## config.mk

```make
export PLATFORM = sky130hd
export DESIGN_NAME = fwh_host
export DESIGN_NICKNAME = d
export VERILOG_FILES = /design/src/design/fwh_pkg.sv /design/src/design/fwh_cycle.sv /design/src/design/fwh_host.sv
export SDC_FILE = /design/constraint.sdc
export NUM_CORES = 1
export LEC_CHECK = 0
export BUFFER_PORTS_ARGS = -buffer_cell sky130_fd_sc_hd__clkbuf_2
export CAP_MARGIN = 20
export CORE_MARGIN = 2
export CORE_UTILIZATION = 39
export DETAILED_ROUTE_END_ITERATION = 8
export HOLD_SLACK_MARGIN = 0.12
export SLEW_MARGIN = 30
export SYNTH_ARGS = -nofsm -noshare
export SYNTH_HDL_FRONTEND = slang
export SYNTH_SLANG_ARGS = --single-unit
```

## constraint.sdc

```tcl
create_clock -name clk -period 7.1 [get_ports clk]
set_input_delay 0.71 -clock clk [delete_from_list [all_inputs] [get_ports clk]]
set_output_delay 0.71 -clock clk [all_outputs]
set_load 0.02 [all_outputs]
```

## src/design/fwh_pkg.sv

```systemverilog
// Constants, register map and carrier types of the flash write/status host controller.
// Assumes a single 40 MHz clock domain and an asynchronous parallel flash on the pins.
package fwh_pkg;

	// ----------------------------------------------------------------
	// Clock rate and flash timing, figures in their own units
	// ----------------------------------------------------------------
	localparam int CLK_MHZ    = 40;
	localparam int T_WP_NS    = 60;   // Write or chip select pulse width, slowest grade
	localparam int T_WPH_NS   = 30;   // Strobe high time between write cycles
	localparam int T_ACC_NS   = 120;  // Read access, slowest grade
	localparam int T_OEH_NS   = 30;   // Output enable hold for toggle and polling reads
	localparam int T_BUSY_NS  = 200;  // Command valid to ready/busy valid
	localparam int T_RP_NS    = 500;  // Hardware reset pulse width
	localparam int T_RSP_US   = 4;    // Elevated reset voltage setup before a write
	localparam int T_READY_US = 20;   // Reset during an embedded algorithm to access

	// Least times round up to whole cycles
	localparam int C_WP    = (T_WP_NS * CLK_MHZ + 999) / 1000;
	localparam int C_WPH   = (T_WPH_NS * CLK_MHZ + 999) / 1000;
	localparam int C_ACC   = (T_ACC_NS * CLK_MHZ + 999) / 1000;
	localparam int C_OEH   = (T_OEH_NS * CLK_MHZ + 999) / 1000;
	localparam int C_BUSY  = (T_BUSY_NS * CLK_MHZ + 999) / 1000;
	localparam int C_RP    = (T_RP_NS * CLK_MHZ + 999) / 1000;
	localparam int C_RSP   = T_RSP_US * CLK_MHZ;
	localparam int C_READY = T_READY_US * CLK_MHZ;
	localparam int C_SYNC  = 2;       // Extra read strobe cycles to cover the data synchroniser

	// ----------------------------------------------------------------
	// Register offsets (byte addresses)
	// ----------------------------------------------------------------
	localparam logic [7:0] REG_CMD      = 8'h00;
	localparam logic [7:0] REG_CFG      = 8'h04;
	localparam logic [7:0] REG_ADDR     = 8'h08;
	localparam logic [7:0] REG_WDATA    = 8'h0c;
	localparam logic [7:0] REG_RDATA    = 8'h10;
	localparam logic [7:0] REG_STATUS   = 8'h14;
	localparam logic [7:0] REG_INT_STAT = 8'h18;
	localparam logic [7:0] REG_INT_MASK = 8'h1c;

	// Command bits, write-only pulses
	localparam int CMD_WRITE = 0;
	localparam int CMD_READ  = 1;
	localparam int CMD_RESET = 2;

	// Configuration fields
	localparam int         CFG_WAIT   = 0;   // Poll for completion after a write
	localparam int         CFG_POLL   = 1;   // Two bits: completion method
	localparam int         CFG_CE_WR  = 3;   // Writes strobed by chip select
	localparam int         CFG_CE_RD  = 4;   // Reads strobed by chip select
	localparam int         CFG_VID    = 5;   // Request elevated voltage on reset pin
	localparam int         CFG_PROT   = 6;   // Two bits: protect address forcing
	localparam logic [7:0] CFG_RST    = 8'h00;

	localparam logic [1:0] POLL_TOGGLE = 2'h0;
	localparam logic [1:0] POLL_DATA   = 2'h1;
	localparam logic [1:0] PROT_ON     = 2'h1;
	localparam logic [1:0] PROT_OFF    = 2'h2;

	// Status bits
	localparam int ST_BUSY     = 0;
	localparam int ST_VID_OK   = 1;
	localparam int ST_READY    = 2;
	localparam int ST_TOG_SEEN = 3;
	localparam int ST_SUS_SEEN = 4;

	// Interrupt bits
	localparam int         IRQ_W    = 3;
	localparam int         IRQ_DONE = 0;
	localparam int         IRQ_RD   = 1;
	localparam int         IRQ_RST  = 2;
	localparam logic [2:0] IRQ_RST_VAL = 3'h0;

	// Flash status bit positions and protect address bits
	localparam int POLL_BIT = 7;
	localparam int TOG_BIT  = 6;
	localparam int SUS_BIT  = 2;
	localparam int PROT_A6  = 6;
	localparam int PROT_A1  = 1;
	localparam int PROT_A0  = 0;

	// ----------------------------------------------------------------
	// Carrier types
	// ----------------------------------------------------------------
	typedef struct packed {
		logic ce_n;
		logic we_n;
		logic oe_n;
	} fwh_strobe_t;

	typedef struct packed {
		logic write;
		logic ce_strobe;
	} fwh_req_t;

	localparam fwh_strobe_t STRB_IDLE = '{ce_n: 1'b1, we_n: 1'b1, oe_n: 1'b1};

endpackage

```

## src/design/fwh_cycle.sv

```systemverilog
// One flash bus cycle, read or write, strobed by chip select or by write/output enable.
// Assumes the caller holds address and data only at start; pins are all registered.
`timescale 1ns/10ps
module fwh_cycle import fwh_pkg::*; #(
	parameter int ADDR_W = 18,
	parameter int DQ_W   = 16
) (
	input  wire logic              clk,
	input  wire logic              rst,
	input  wire logic              start,
	input  wire fwh_req_t          req,
	input  wire logic [ADDR_W-1:0] addr,
	input  wire logic [DQ_W-1:0]   wdata,
	output logic                   done,
	output logic [DQ_W-1:0]        rdata,
	output logic [ADDR_W-1:0]      fl_addr,
	output logic [DQ_W-1:0]        fl_dq_o,
	output logic                   fl_dq_oe_n,
	input  wire logic [DQ_W-1:0]   fl_dq_i,
	output fwh_strobe_t            strb
);

	typedef enum logic [2:0] {C_IDLE, C_SETUP, C_STROBE, C_HOLD, C_RECOV} fwh_cyc_t;

	fwh_cyc_t    state_reg;
	fwh_cyc_t    state_next;
	logic [7:0]  cnt_reg;
	fwh_req_t    req_reg;
	fwh_req_t    mode;
	fwh_strobe_t strb_next;
	logic        take;
	logic        qual;
	logic        pulse;
	logic [DQ_W-1:0] dq_s1;
	logic [DQ_W-1:0] dq_s2;

	assign done = (state_reg == C_RECOV) && (cnt_reg == 8'h00);
	assign take = start && ((state_reg == C_IDLE) || done);
	assign mode = take ? req : req_reg;

	// ----------------------------------------------------------------
	// Sequencer
	// ----------------------------------------------------------------
	always_comb begin
		state_next = state_reg;
		case (state_reg)
			C_IDLE:   if (take) state_next = C_SETUP;
			C_SETUP:  state_next = C_STROBE;
			C_STROBE: if (cnt_reg == 8'h00) state_next = C_HOLD;
			C_HOLD:   state_next = C_RECOV;
			C_RECOV:  if (done) state_next = take ? C_SETUP : C_IDLE;
			default:  state_next = C_IDLE;
		endcase
	end

	always_ff @(posedge clk) begin
		if (rst) state_reg <= C_IDLE;
		else     state_reg <= state_next;
	end

	// Strobe and recovery lengths; reads stretch to cover the synchroniser
	always_ff @(posedge clk) begin
		if (rst)
			cnt_reg <= 8'h00;
		else if (state_reg == C_SETUP)
			cnt_reg <= req_reg.write ? 8'(C_WP - 1) : 8'(C_ACC + C_SYNC - 1);
		else if (state_reg == C_HOLD)
			cnt_reg <= req_reg.write ? 8'(C_WPH - 1) : 8'(C_OEH - 1);
		else if (cnt_reg != 8'h00)
			cnt_reg <= cnt_reg - 8'h01;
	end

	always_ff @(posedge clk) begin
		if (rst) begin
			req_reg <= '0;
			fl_addr <= '0;
			fl_dq_o <= '0;
		end else if (take) begin
			req_reg <= req;
			fl_addr <= addr;
			fl_dq_o <= wdata;
		end
	end

	// ----------------------------------------------------------------
	// Pin drive: qualifier held around the strobe pulse
	// ----------------------------------------------------------------
	always_comb begin
		qual      = (state_next == C_SETUP) || (state_next == C_STROBE) || (state_next == C_HOLD);
		pulse     = (state_next == C_STROBE);
		strb_next = STRB_IDLE;
		if (mode.write && mode.ce_strobe) begin
			strb_next.we_n = !qual;
			strb_next.ce_n = !pulse;
		end else if (mode.write) begin
			strb_next.ce_n = !qual;
			strb_next.we_n = !pulse;
		end else if (mode.ce_strobe) begin
			strb_next.oe_n = !qual;
			strb_next.ce_n = !pulse;
		end else begin
			strb_next.ce_n = !qual;
			strb_next.oe_n = !pulse;
		end
	end

	// Registered pins keep glitches off the flash strobes
	always_ff @(posedge clk) begin
		if (rst) begin
			strb       <= STRB_IDLE;
			fl_dq_oe_n <= 1'b1;
		end else begin
			strb       <= strb_next;
			fl_dq_oe_n <= !(mode.write && qual);
		end
	end

	// Data pins come from another timing domain: two flops before use
	always_ff @(posedge clk) begin
		if (rst) begin
			dq_s1 <= '0;
			dq_s2 <= '0;
		end else begin
			dq_s1 <= fl_dq_i;
			dq_s2 <= dq_s1;
		end
	end

	always_ff @(posedge clk) begin
		if (rst)
			rdata <= '0;
		else if ((state_reg == C_STROBE) && (cnt_reg == 8'h00) && !req_reg.write)
			rdata <= dq_s2;
	end

endmodule

```

## src/design/fwh_host.sv

```systemverilog
// Host controller for an asynchronous parallel flash: write cycles, status polling, reset.
// Assumes software sequences the command cycles; an external switch makes the raised reset level.
//
// Local design decisions: the plain strobed port and the register offsets.
`timescale 1ns/10ps
module fwh_host import fwh_pkg::*; #(
	parameter int ADDR_W = 18,
	parameter int DQ_W   = 16
) (
	input  wire logic              clk,
	input  wire logic              rst,
	input  wire logic [7:0]        reg_addr,
	input  wire logic [31:0]       reg_wdata,
	input  wire logic              reg_wr,
	input  wire logic              reg_rd,
	output logic [31:0]            reg_rdata,
	output logic                   irq,
	output logic [ADDR_W-1:0]      fl_addr,
	output logic [DQ_W-1:0]        fl_dq_o,
	output logic                   fl_dq_oe_n,
	input  wire logic [DQ_W-1:0]   fl_dq_i,
	output logic                   fl_ce_n,
	output logic                   fl_we_n,
	output logic                   fl_oe_n,
	output logic                   fl_reset_n,
	output logic                   fl_vid_en,
	input  wire logic              fl_ready_busy
);

	// ----------------------------------------------------------------
	// Elaboration checks
	// ----------------------------------------------------------------
	if (ADDR_W < 7 || ADDR_W > 32) begin : g_chk_addr
		$error("ADDR_W must lie in 7..32");
	end
	if (DQ_W < 8 || DQ_W > 32) begin : g_chk_dq
		$error("DQ_W must lie in 8..32");
	end

	typedef enum logic [3:0] {
		S_IDLE, S_VIDW, S_WR, S_TBUSY, S_POLL, S_RB, S_RD, S_RST_LOW, S_RST_WAIT
	} fwh_state_t;

	fwh_state_t        state_reg;
	fwh_state_t        state_next;
	logic [9:0]        cnt_reg;
	logic [7:0]        cfg_reg;
	logic [ADDR_W-1:0] addr_reg;
	logic [DQ_W-1:0]   wdata_reg;
	logic [DQ_W-1:0]   rdata_reg;
	logic [DQ_W-1:0]   last_reg;
	logic              first_reg;
	logic              tog_seen_reg;
	logic              sus_seen_reg;
	logic [7:0]        vid_cnt_reg;
	logic              rb_s1;
	logic              rb_s2;
	logic [IRQ_W-1:0]  int_stat_reg;
	logic [IRQ_W-1:0]  int_mask_reg;
	logic [IRQ_W-1:0]  ev;
	logic [ADDR_W-1:0] eff_addr;
	logic              cmd_wr;
	logic              cmd_rd;
	logic              cmd_rst;
	logic              vid_ok;
	logic              poll_ok;
	logic              cyc_start;
	logic              cyc_write;
	logic              cyc_done;
	logic [DQ_W-1:0]   cyc_rdata;
	fwh_req_t          cyc_req;
	fwh_strobe_t       strb;

	// ----------------------------------------------------------------
	// Register port
	// ----------------------------------------------------------------
	assign cmd_wr  = reg_wr && (reg_addr == REG_CMD) && reg_wdata[CMD_WRITE];
	assign cmd_rd  = reg_wr && (reg_addr == REG_CMD) && reg_wdata[CMD_READ];
	assign cmd_rst = reg_wr && (reg_addr == REG_CMD) && reg_wdata[CMD_RESET];

	// Settings; strobe mode, protect forcing, address and pin write data changed mid operation take effect on the next cycle started, the others at once
	always_ff @(posedge clk) begin
		if (rst) begin
			cfg_reg      <= CFG_RST;
			addr_reg     <= '0;
			wdata_reg    <= '0;
			int_mask_reg <= IRQ_RST_VAL;
		end else if (reg_wr) begin
			case (reg_addr)
				REG_CFG:      cfg_reg      <= reg_wdata[7:0];
				REG_ADDR:     addr_reg     <= reg_wdata[ADDR_W-1:0];
				REG_WDATA:    wdata_reg    <= reg_wdata[DQ_W-1:0];
				REG_INT_MASK: int_mask_reg <= reg_wdata[IRQ_W-1:0];
				default:      ;
			endcase
		end
	end

	// Read data one cycle after the strobe; unmapped offsets read zero
	always_ff @(posedge clk) begin
		if (rst)
			reg_rdata <= 32'h0;
		else if (reg_rd) begin
			case (reg_addr)
				REG_CFG:      reg_rdata <= {24'h0, cfg_reg};
				REG_ADDR:     reg_rdata <= 32'(addr_reg);
				REG_WDATA:    reg_rdata <= 32'(wdata_reg);
				REG_RDATA:    reg_rdata <= 32'(rdata_reg);
				REG_STATUS:   reg_rdata <= {27'h0, sus_seen_reg, tog_seen_reg, rb_s2, vid_ok,
				                            (state_reg != S_IDLE)};
				REG_INT_STAT: reg_rdata <= 32'(int_stat_reg);
				REG_INT_MASK: reg_rdata <= 32'(int_mask_reg);
				default:      reg_rdata <= 32'h0;
			endcase
		end else
			reg_rdata <= 32'h0;
	end

	// Sticky events; a new event beats a clear in the same cycle
	always_ff @(posedge clk) begin
		if (rst)
			int_stat_reg <= IRQ_RST_VAL;
		else if (reg_wr && (reg_addr == REG_INT_STAT))
			int_stat_reg <= (int_stat_reg & ~reg_wdata[IRQ_W-1:0]) | ev;
		else
			int_stat_reg <= int_stat_reg | ev;
	end

	assign irq = |(int_stat_reg & int_mask_reg);

	// ----------------------------------------------------------------
	// Pin inputs and raised reset voltage
	// ----------------------------------------------------------------
	always_ff @(posedge clk) begin
		if (rst) begin
			rb_s1 <= 1'b1; // Idle level of the pin, so no false busy after reset
			rb_s2 <= 1'b1;
		end else begin
			rb_s1 <= fl_ready_busy;
			rb_s2 <= rb_s1;
		end
	end

	// Setup time restarts whenever the request drops or a reset pulse runs
	always_ff @(posedge clk) begin
		if (rst || !cfg_reg[CFG_VID] || state_reg == S_RST_LOW)
			vid_cnt_reg <= 8'h00;
		else if (vid_cnt_reg != 8'(C_RSP))
			vid_cnt_reg <= vid_cnt_reg + 8'h01;
	end

	assign vid_ok = (vid_cnt_reg == 8'(C_RSP));

	always_ff @(posedge clk) begin
		if (rst) begin
			fl_vid_en  <= 1'b0;
			fl_reset_n <= 1'b1;
		end else begin
			fl_vid_en  <= cfg_reg[CFG_VID] && (state_next != S_RST_LOW);
			fl_reset_n <= (state_next != S_RST_LOW);
		end
	end

	// Protect address pattern overrides three address bits
	always_comb begin
		eff_addr = addr_reg;
		if (cfg_reg[CFG_PROT+1:CFG_PROT] == PROT_ON) begin
			eff_addr[PROT_A6] = 1'b0;
			eff_addr[PROT_A1] = 1'b1;
			eff_addr[PROT_A0] = 1'b0;
		end else if (cfg_reg[CFG_PROT+1:CFG_PROT] == PROT_OFF) begin
			eff_addr[PROT_A6] = 1'b1;
			eff_addr[PROT_A1] = 1'b1;
			eff_addr[PROT_A0] = 1'b0;
		end
	end

	// ----------------------------------------------------------------
	// Completion test
	// ----------------------------------------------------------------
	always_comb begin
		if (cfg_reg[CFG_POLL+1:CFG_POLL] == POLL_DATA)
			poll_ok = (cyc_rdata[POLL_BIT] == wdata_reg[POLL_BIT]);
		else
			poll_ok = !first_reg && (cyc_rdata[TOG_BIT] == last_reg[TOG_BIT]);
	end

	// ----------------------------------------------------------------
	// Operation sequencer
	// ----------------------------------------------------------------
	always_comb begin
		state_next = state_reg;
		cyc_start  = 1'b0;
		cyc_write  = 1'b0;
		ev         = '0;
		case (state_reg)
			S_IDLE: begin
				if (cmd_rst)
					state_next = S_RST_LOW;
				else if (cmd_wr && cfg_reg[CFG_VID] && !vid_ok)
					state_next = S_VIDW;
				else if (cmd_wr) begin
					cyc_start  = 1'b1;
					cyc_write  = 1'b1;
					state_next = S_WR;
				end else if (cmd_rd) begin
					cyc_start  = 1'b1;
					state_next = S_RD;
				end
			end
			S_VIDW: begin
				if (vid_ok) begin
					cyc_start  = 1'b1;
					cyc_write  = 1'b1;
					state_next = S_WR;
				end
			end
			S_WR: begin
				if (cyc_done && cfg_reg[CFG_WAIT])
					state_next = S_TBUSY;
				else if (cyc_done) begin
					ev[IRQ_DONE] = 1'b1;
					state_next   = S_IDLE;
				end
			end
			S_TBUSY: begin
				// Ready/busy means nothing until its delay has passed
				if (cnt_reg == 10'h000 && cfg_reg[CFG_POLL+1])
					state_next = S_RB;
				else if (cnt_reg == 10'h000) begin
					cyc_start  = 1'b1;
					state_next = S_POLL;
				end
			end
			S_POLL: begin
				if (cyc_done && poll_ok) begin
					ev[IRQ_DONE] = 1'b1;
					state_next   = S_IDLE;
				end else if (cyc_done)
					cyc_start = 1'b1;
			end
			S_RB: begin
				if (rb_s2) begin
					ev[IRQ_DONE] = 1'b1;
					state_next   = S_IDLE;
				end
			end
			S_RD: begin
				if (cyc_done) begin
					ev[IRQ_RD] = 1'b1;
					state_next = S_IDLE;
				end
			end
			S_RST_LOW:  if (cnt_reg == 10'h000) state_next = S_RST_WAIT;
			S_RST_WAIT: begin
				if (cnt_reg == 10'h000) begin
					ev[IRQ_RST] = 1'b1;
					state_next  = S_IDLE;
				end
			end
			default: state_next = S_IDLE;
		endcase
	end

	always_ff @(posedge clk) begin
		if (rst) state_reg <= S_IDLE;
		else     state_reg <= state_next;
	end

	// Wait counter loaded on entry to each timed state
	always_ff @(posedge clk) begin
		if (rst)
			cnt_reg <= 10'h000;
		else if (state_next != state_reg) begin
			case (state_next)
				S_TBUSY:    cnt_reg <= 10'(C_BUSY - 1);
				S_RST_LOW:  cnt_reg <= 10'(C_RP - 1);
				S_RST_WAIT: cnt_reg <= 10'(C_READY - 1);
				default:    cnt_reg <= 10'h000;
			endcase
		end else if (cnt_reg != 10'h000)
			cnt_reg <= cnt_reg - 10'h001;
	end

	// Read history: toggle bits compared between successive reads
	always_ff @(posedge clk) begin
		if (rst) begin
			rdata_reg    <= '0;
			last_reg     <= '0;
			first_reg    <= 1'b1;
			tog_seen_reg <= 1'b0;
			sus_seen_reg <= 1'b0;
		end else if (cyc_done && (state_reg == S_POLL || state_reg == S_RD)) begin
			rdata_reg    <= cyc_rdata;
			last_reg     <= cyc_rdata;
			first_reg    <= 1'b0;
			tog_seen_reg <= cyc_rdata[TOG_BIT] ^ last_reg[TOG_BIT];
			sus_seen_reg <= cyc_rdata[SUS_BIT] ^ last_reg[SUS_BIT];
		end else if (state_next == S_TBUSY)
			first_reg <= 1'b1;
	end

	// ----------------------------------------------------------------
	// Bus cycle engine
	// ----------------------------------------------------------------
	assign cyc_req.write     = cyc_write;
	assign cyc_req.ce_strobe = cyc_write ? cfg_reg[CFG_CE_WR] : cfg_reg[CFG_CE_RD];

	fwh_cycle #(
		.ADDR_W (ADDR_W),
		.DQ_W   (DQ_W)
	) u_cycle (
		.clk        (clk),
		.rst        (rst),
		.start      (cyc_start),
		.req        (cyc_req),
		.addr       (eff_addr),
		.wdata      (wdata_reg),
		.done       (cyc_done),
		.rdata      (cyc_rdata),
		.fl_addr    (fl_addr),
		.fl_dq_o    (fl_dq_o),
		.fl_dq_oe_n (fl_dq_oe_n),
		.fl_dq_i    (fl_dq_i),
		.strb       (strb)
	);

	assign fl_ce_n = strb.ce_n;
	assign fl_we_n = strb.we_n;
	assign fl_oe_n = strb.oe_n;

endmodule

```

==> report_table.html <==
<table>
<tr><th>Metric</th><th>Value</th></tr>
<tr><th colspan="2">Detailed routing</th></tr>
<tr><td>Number of detailed-routing iterations run before antenna repair</td><td>7</td></tr>
<tr><td>Sum of routed wire length over all layers</td><td>~21,000 µm</td></tr>
<tr><td>Drt wl/cell</td><td>15.23 µm</td></tr>
<tr><td>Number of violations reported at the end of detailed-routing iteration 0</td><td>452</td></tr>
<tr><td>Number of vias after detailed routing</td><td>around 7,000</td></tr>
<tr><td>Post-detailed-route count of antenna-violating nets</td><td>0</td></tr>
<tr><td>Number of design rule violations left after detail routing</td><td>0</td></tr>
<tr><td>Vias per cell</td><td>roughly 5.1</td></tr>
<tr><th colspan="2">GRT</th></tr>
<tr><td>Total congestion overflow</td><td>0</td></tr>
<tr><td>Wire length of the first global-routing pass</td><td>around 33,000 µm</td></tr>
<tr><td>Vias in the first global route</td><td>6,274</td></tr>
<tr><td>Antenna violations before repair</td><td>0</td></tr>
<tr><td>Largest net degree at the start of global routing</td><td>72</td></tr>
<tr><td>All-Layer GR Usage</td><td>between 10% and 20%</td></tr>
<tr><th colspan="2">Yosys</th></tr>
<tr><td>Post-synthesis sequential element count</td><td>210</td></tr>
<tr><td>Post-Syn Instances</td><td>around 1,000</td></tr>
<tr><td>Cell area after synthesis</td><td>8518 µm²</td></tr>
<tr><td>Xor and xnor area share after synthesis</td><td>under 10%</td></tr>
<tr><td>Adder-cell share of the synthesized area</td><td>less than 1%</td></tr>
<tr><td>Portion of synthesized cell area occupied by the leading cell type</td><td>roughly half</td></tr>
<tr><td>Top cells by area, synth</td><td>dfxtp_1, nand2_1, a21oi_1, nor2_1, nor2b_1</td></tr>
<tr><td>Synth warn</td><td>0</td></tr>
<tr><td>Area fraction in compound gates after synthesis</td><td>15.51%</td></tr>
<tr><td>Sequential share of the synthesized area</td><td>49.35%</td></tr>
<tr><td>Per-instance average area after synthesis</td><td>~8.6 µm²</td></tr>
<tr><td>Main combinational cell family by area after synthesis</td><td>simple AND/OR/NAND/NOR gates</td></tr>
<tr><td>Most used DFF post-synth</td><td>dfxtp_1</td></tr>
<tr><td>Post-synth EDFFs</td><td>0</td></tr>
<tr><td>Multiplexer share of the synthesized area</td><td>around 1.8%</td></tr>
<tr><td>Yosys top cell by area</td><td>dfxtp_1</td></tr>
<tr><td>Fraction of registers with async set/reset</td><td>0%</td></tr>
<tr><td>Number of library cell types mapped by synthesis</td><td>between 70 and 80</td></tr>
<tr><td>Area share of and/or/nand/nor cells after synthesis</td><td>25.60%</td></tr>
<tr><th colspan="2">Floorplanning</th></tr>
<tr><td>Die area</td><td>23,040 µm²</td></tr>
<tr><td>Starting density of the core</td><td>between 30 and 40%</td></tr>
<tr><td>Ports</td><td>134</td></tr>
<tr><td>Die Ht</td><td>around 150 µm</td></tr>
<tr><td>Die width</td><td>151.8 µm</td></tr>
<tr><td>Placement Rows</td><td>54</td></tr>
<tr><td>Core Region</td><td>roughly 22,000 µm²</td></tr>
<tr><th colspan="2">Placed design</th></tr>
<tr><td>Cells after DPL</td><td>roughly 1,300</td></tr>
<tr><td>Final estimated routing congestion in global placement</td><td>0.8479</td></tr>
<tr><td>Post-DP HPWL</td><td>14,470 µm</td></tr>
<tr><td>Number of input and output port buffers inserted</td><td>between 100 and 150</td></tr>
<tr><th colspan="2">Final layout</th></tr>
<tr><td>Count of non-filler cells in the finished layout</td><td>about 1,400</td></tr>
<tr><td>Layout cells sized above 1</td><td>between 10% and 20%</td></tr>
<tr><td>Number of diodes</td><td>0</td></tr>
<tr><td>Post-synthesis to final-layout area growth</td><td>15.89%</td></tr>
<tr><td>Final-stage net count</td><td>approximately 1,100</td></tr>
<tr><td>Commonest non-fill, non-tap cell in the layout</td><td>nand2_1</td></tr>
<tr><td>Most frequent cells in the layout</td><td>nand2_1, dfxtp_1, a21oi_1</td></tr>
<tr><th colspan="2">Power and ir drop</th></tr>
<tr><td>Clock group share of total power</td><td>approximately 40%</td></tr>
<tr><td>Relative contribution of combinational cells to total power</td><td>about 14%</td></tr>
<tr><td>Switching power summed over all nets</td><td>747.9 µW</td></tr>
<tr><td>Static leakage</td><td>roughly 0.0037 µW</td></tr>
<tr><td>Worst vdd rail ir drop</td><td>about 0.13 mV</td></tr>
<tr><td>Pint</td><td>between 2000 and 2500 µW</td></tr>
<tr><td>Switch share</td><td>~27%</td></tr>
<tr><td>Sequential share of power</td><td>a little under half</td></tr>
<tr><td>PwrDens</td><td>approximately 280 nW/µm²</td></tr>
<tr><th colspan="2">STA</th></tr>
<tr><td>Clock Skew</td><td>about 11 ps</td></tr>
<tr><td>Post-layout minimum cycle time</td><td>~4300 ps</td></tr>
<tr><td>Timing-limited maximum frequency</td><td>~0.23 GHz</td></tr>
<tr><td>Relative max-transition margin</td><td>approximately two fifths</td></tr>
<tr><td>Final hold slack</td><td>395.1 ps</td></tr>
<tr><td>Setup TNS after final layout</td><td>0 ps</td></tr>
<tr><td>Final-report max-slew violation count</td><td>0</td></tr>
<tr><td>Final worst-path cycle share</td><td>between 60% and 70%</td></tr>
<tr><td>Setup repair after global routing missed its margin</td><td>false</td></tr>
<tr><td>Worst Tran Pin Value</td><td>just under 900 ps</td></tr>
<tr><td>Final hold violation count</td><td>0</td></tr>
<tr><td>Final setup violation count</td><td>0</td></tr>
<tr><th colspan="2">Setup path</th></tr>
<tr><td>Data arrival time of the critical path</td><td>between 4000 and 5000 ps</td></tr>
<tr><td>Required @ worst endpoint</td><td>around 7500 ps</td></tr>
<tr><td>Sequence of cells on the critical path</td><td>nor3b_1 -&gt; nand4_1 -&gt; nor4_1 -&gt; o41a_2 -&gt; mux2_2 -&gt; nor2b_1 -&gt; or4_1</td></tr>
<tr><td>Type of origin of the critical path</td><td>flop</td></tr>
<tr><td>Combined buffer and inverter count along the critical path</td><td>0</td></tr>
<tr><td>Slowest stage delay, CP</td><td>about 770 ps</td></tr>
<tr><td>Category of the most critical setup path</td><td>flop to flop</td></tr>
<tr><td>CP max-delay cell</td><td>nor4_1</td></tr>
<tr><td>Crit-path max FO</td><td>39</td></tr>
<tr><td>Kind of end point of the critical path</td><td>flop</td></tr>
<tr><td>Cell family contributing the most delay on the critical path</td><td>simple AND/OR/NAND/NOR gates</td></tr>
<tr><th colspan="2">Clock network</th></tr>
<tr><td>Hold buffer count at CTS</td><td>0</td></tr>
<tr><td>Number of buffers created by CTS</td><td>22</td></tr>
<tr><td>Buffer levels on the longest clock path</td><td>3</td></tr>
<tr><td>Total clock sinks</td><td>210</td></tr>
<tr><td>Library cell used as clock root buffer</td><td>clkbuf_16</td></tr>
<tr><td>Clock-pin transition on the worst setup and hold timing paths</td><td>roughly 60 ps</td></tr>
<tr><td>Clock network latency to the later pin of the worst-skew pair</td><td>just over 500 ps</td></tr>
<tr><td>Number of levels in the clock H-tree</td><td>1</td></tr>
<tr><td>Post-CTS resize count</td><td>0</td></tr>
<tr><td>TritonCTS clock tree</td><td>done</td></tr>
<tr><td>Post-CTS Setup Inserts</td><td>0</td></tr>
<tr><th colspan="2">Hold path</th></tr>
<tr><td>Class of the tightest hold or removal check</td><td>primary input to flop</td></tr>
<tr><th colspan="2">Run status</th></tr>
<tr><td>Result of the run</td><td>complete, no violations</td></tr>
<tr><th colspan="2">Run</th></tr>
<tr><td>Count of maximum capacitance violations</td><td>0</td></tr>
</table>
-- synth_stat cells (3+ instances only) --
cell / instances
a31oi_1: 7
and3b_1: 3
nor4_1: 5
a211oi_1: 3
nor4_2: 6
nor3_1: 18
nand3b_1: 5
a222oi_1: 11
nand4_1: 9
a22oi_1: 17
and3_1: 8
o31ai_1: 3
or3_1: 4
nand2_1: 225
o21ai_0: 12
or2_2: 6
ha_1: 5
buf_4: 15
nor2_1: 73
inv_1: 15
xor2_1: 12
and2_1: 4
a21oi_1: 122
nand2b_1: 7
mux2i_1: 13
xnor2_1: 10
clkbuf_1: 45
buf_2: 9
dfxtp_1: 210
nor2b_1: 35
nand3_1: 17
-- logic make-up after synthesis --
kind of cell,count (synthesis)
AOI/OAI and AO/OA,206
xor gates and xnor gates,22
adders and majority gates,6
buffers and inverters,86
DFF,210
muxes,15
other,1
and+or+nand+nor,449
-- final cells by class --
| class | instances | area (µm²) |
|---|---|---|
| fill | 2173 | 11750 |
| clock buffer | 29 | 626.9 |
| inverter | 15 | 56.30 |
| clock inverter | 11 | 72.57 |
| tap | 280 | 350.3 |
| timing repair buffer | 111 | 573.1 |
| multi-input combinational | 712 | 3989 |
| sequential | 210 | 4204 |
-- stage by stage --
stage / worst slack (ps) / cell area [µm²] / total power [µW] / utilization, %
floorplan: 4355 / 8567 / 1626 / -
global placement: 2834 / 9168 / 1688 / 42.40
detailed placement: 2756 / 9173 / 1695 / 42.42
CTS: 2723 / 9872 / 2795 / 45.66
global route: 2282 / 9872 / 2896 / 45.66
finish: 2782 / 9872 / 2765 / 45.66
-- power groups by stage --
stage | clock (µW) | combinational, µW | sequential (µW)
5_1_grt | 1170 | 438 | 1290
2_1_floorplan | 0 | 325 | 1300
4_1_cts | 1120 | 387 | 1290
6_report | 1090 | 385 | 1290
3_3_place_gp | 0 | 378 | 1310
3_5_place_dp | 0 | 384 | 1310
-- per-layer routing --
metal | vias to the layer above | share of wire [%] | routed length, µm | track usage (%)
li1 | 3563 | - | - | -
met1 | 3179 | 49 | 10160 | 25.91
met2 | 215 | 43 | 8920 | 27.12
met3 | 32 | 6.1 | 1267 | 2.515
met4 | 0 | 2.4 | 493 | 5.926
met5 | - | 0 | 0 | 0
-- path summary, 6_finish.rpt --
kind / startpoint / cells after the start / to / slack (ps)
hold reg to reg: rb_s1$_SDFF_PP1_ / 1 / rb_s2$_SDFF_PP1_ / 420
hold / removal: fl_ready_busy / 2 / rb_s1$_SDFF_PP1_ / 400
setup reg to reg: state_reg[2]$_SDFF_PP0_ / 7 / u_cycle.strb[1]$_SDFF_PP1_ / 2780
setup / recovery: state_reg[2]$_SDFF_PP0_ / 7 / u_cycle.strb[1]$_SDFF_PP1_ / 2780
Note: power is estimated with default switching activity, not from simulation.
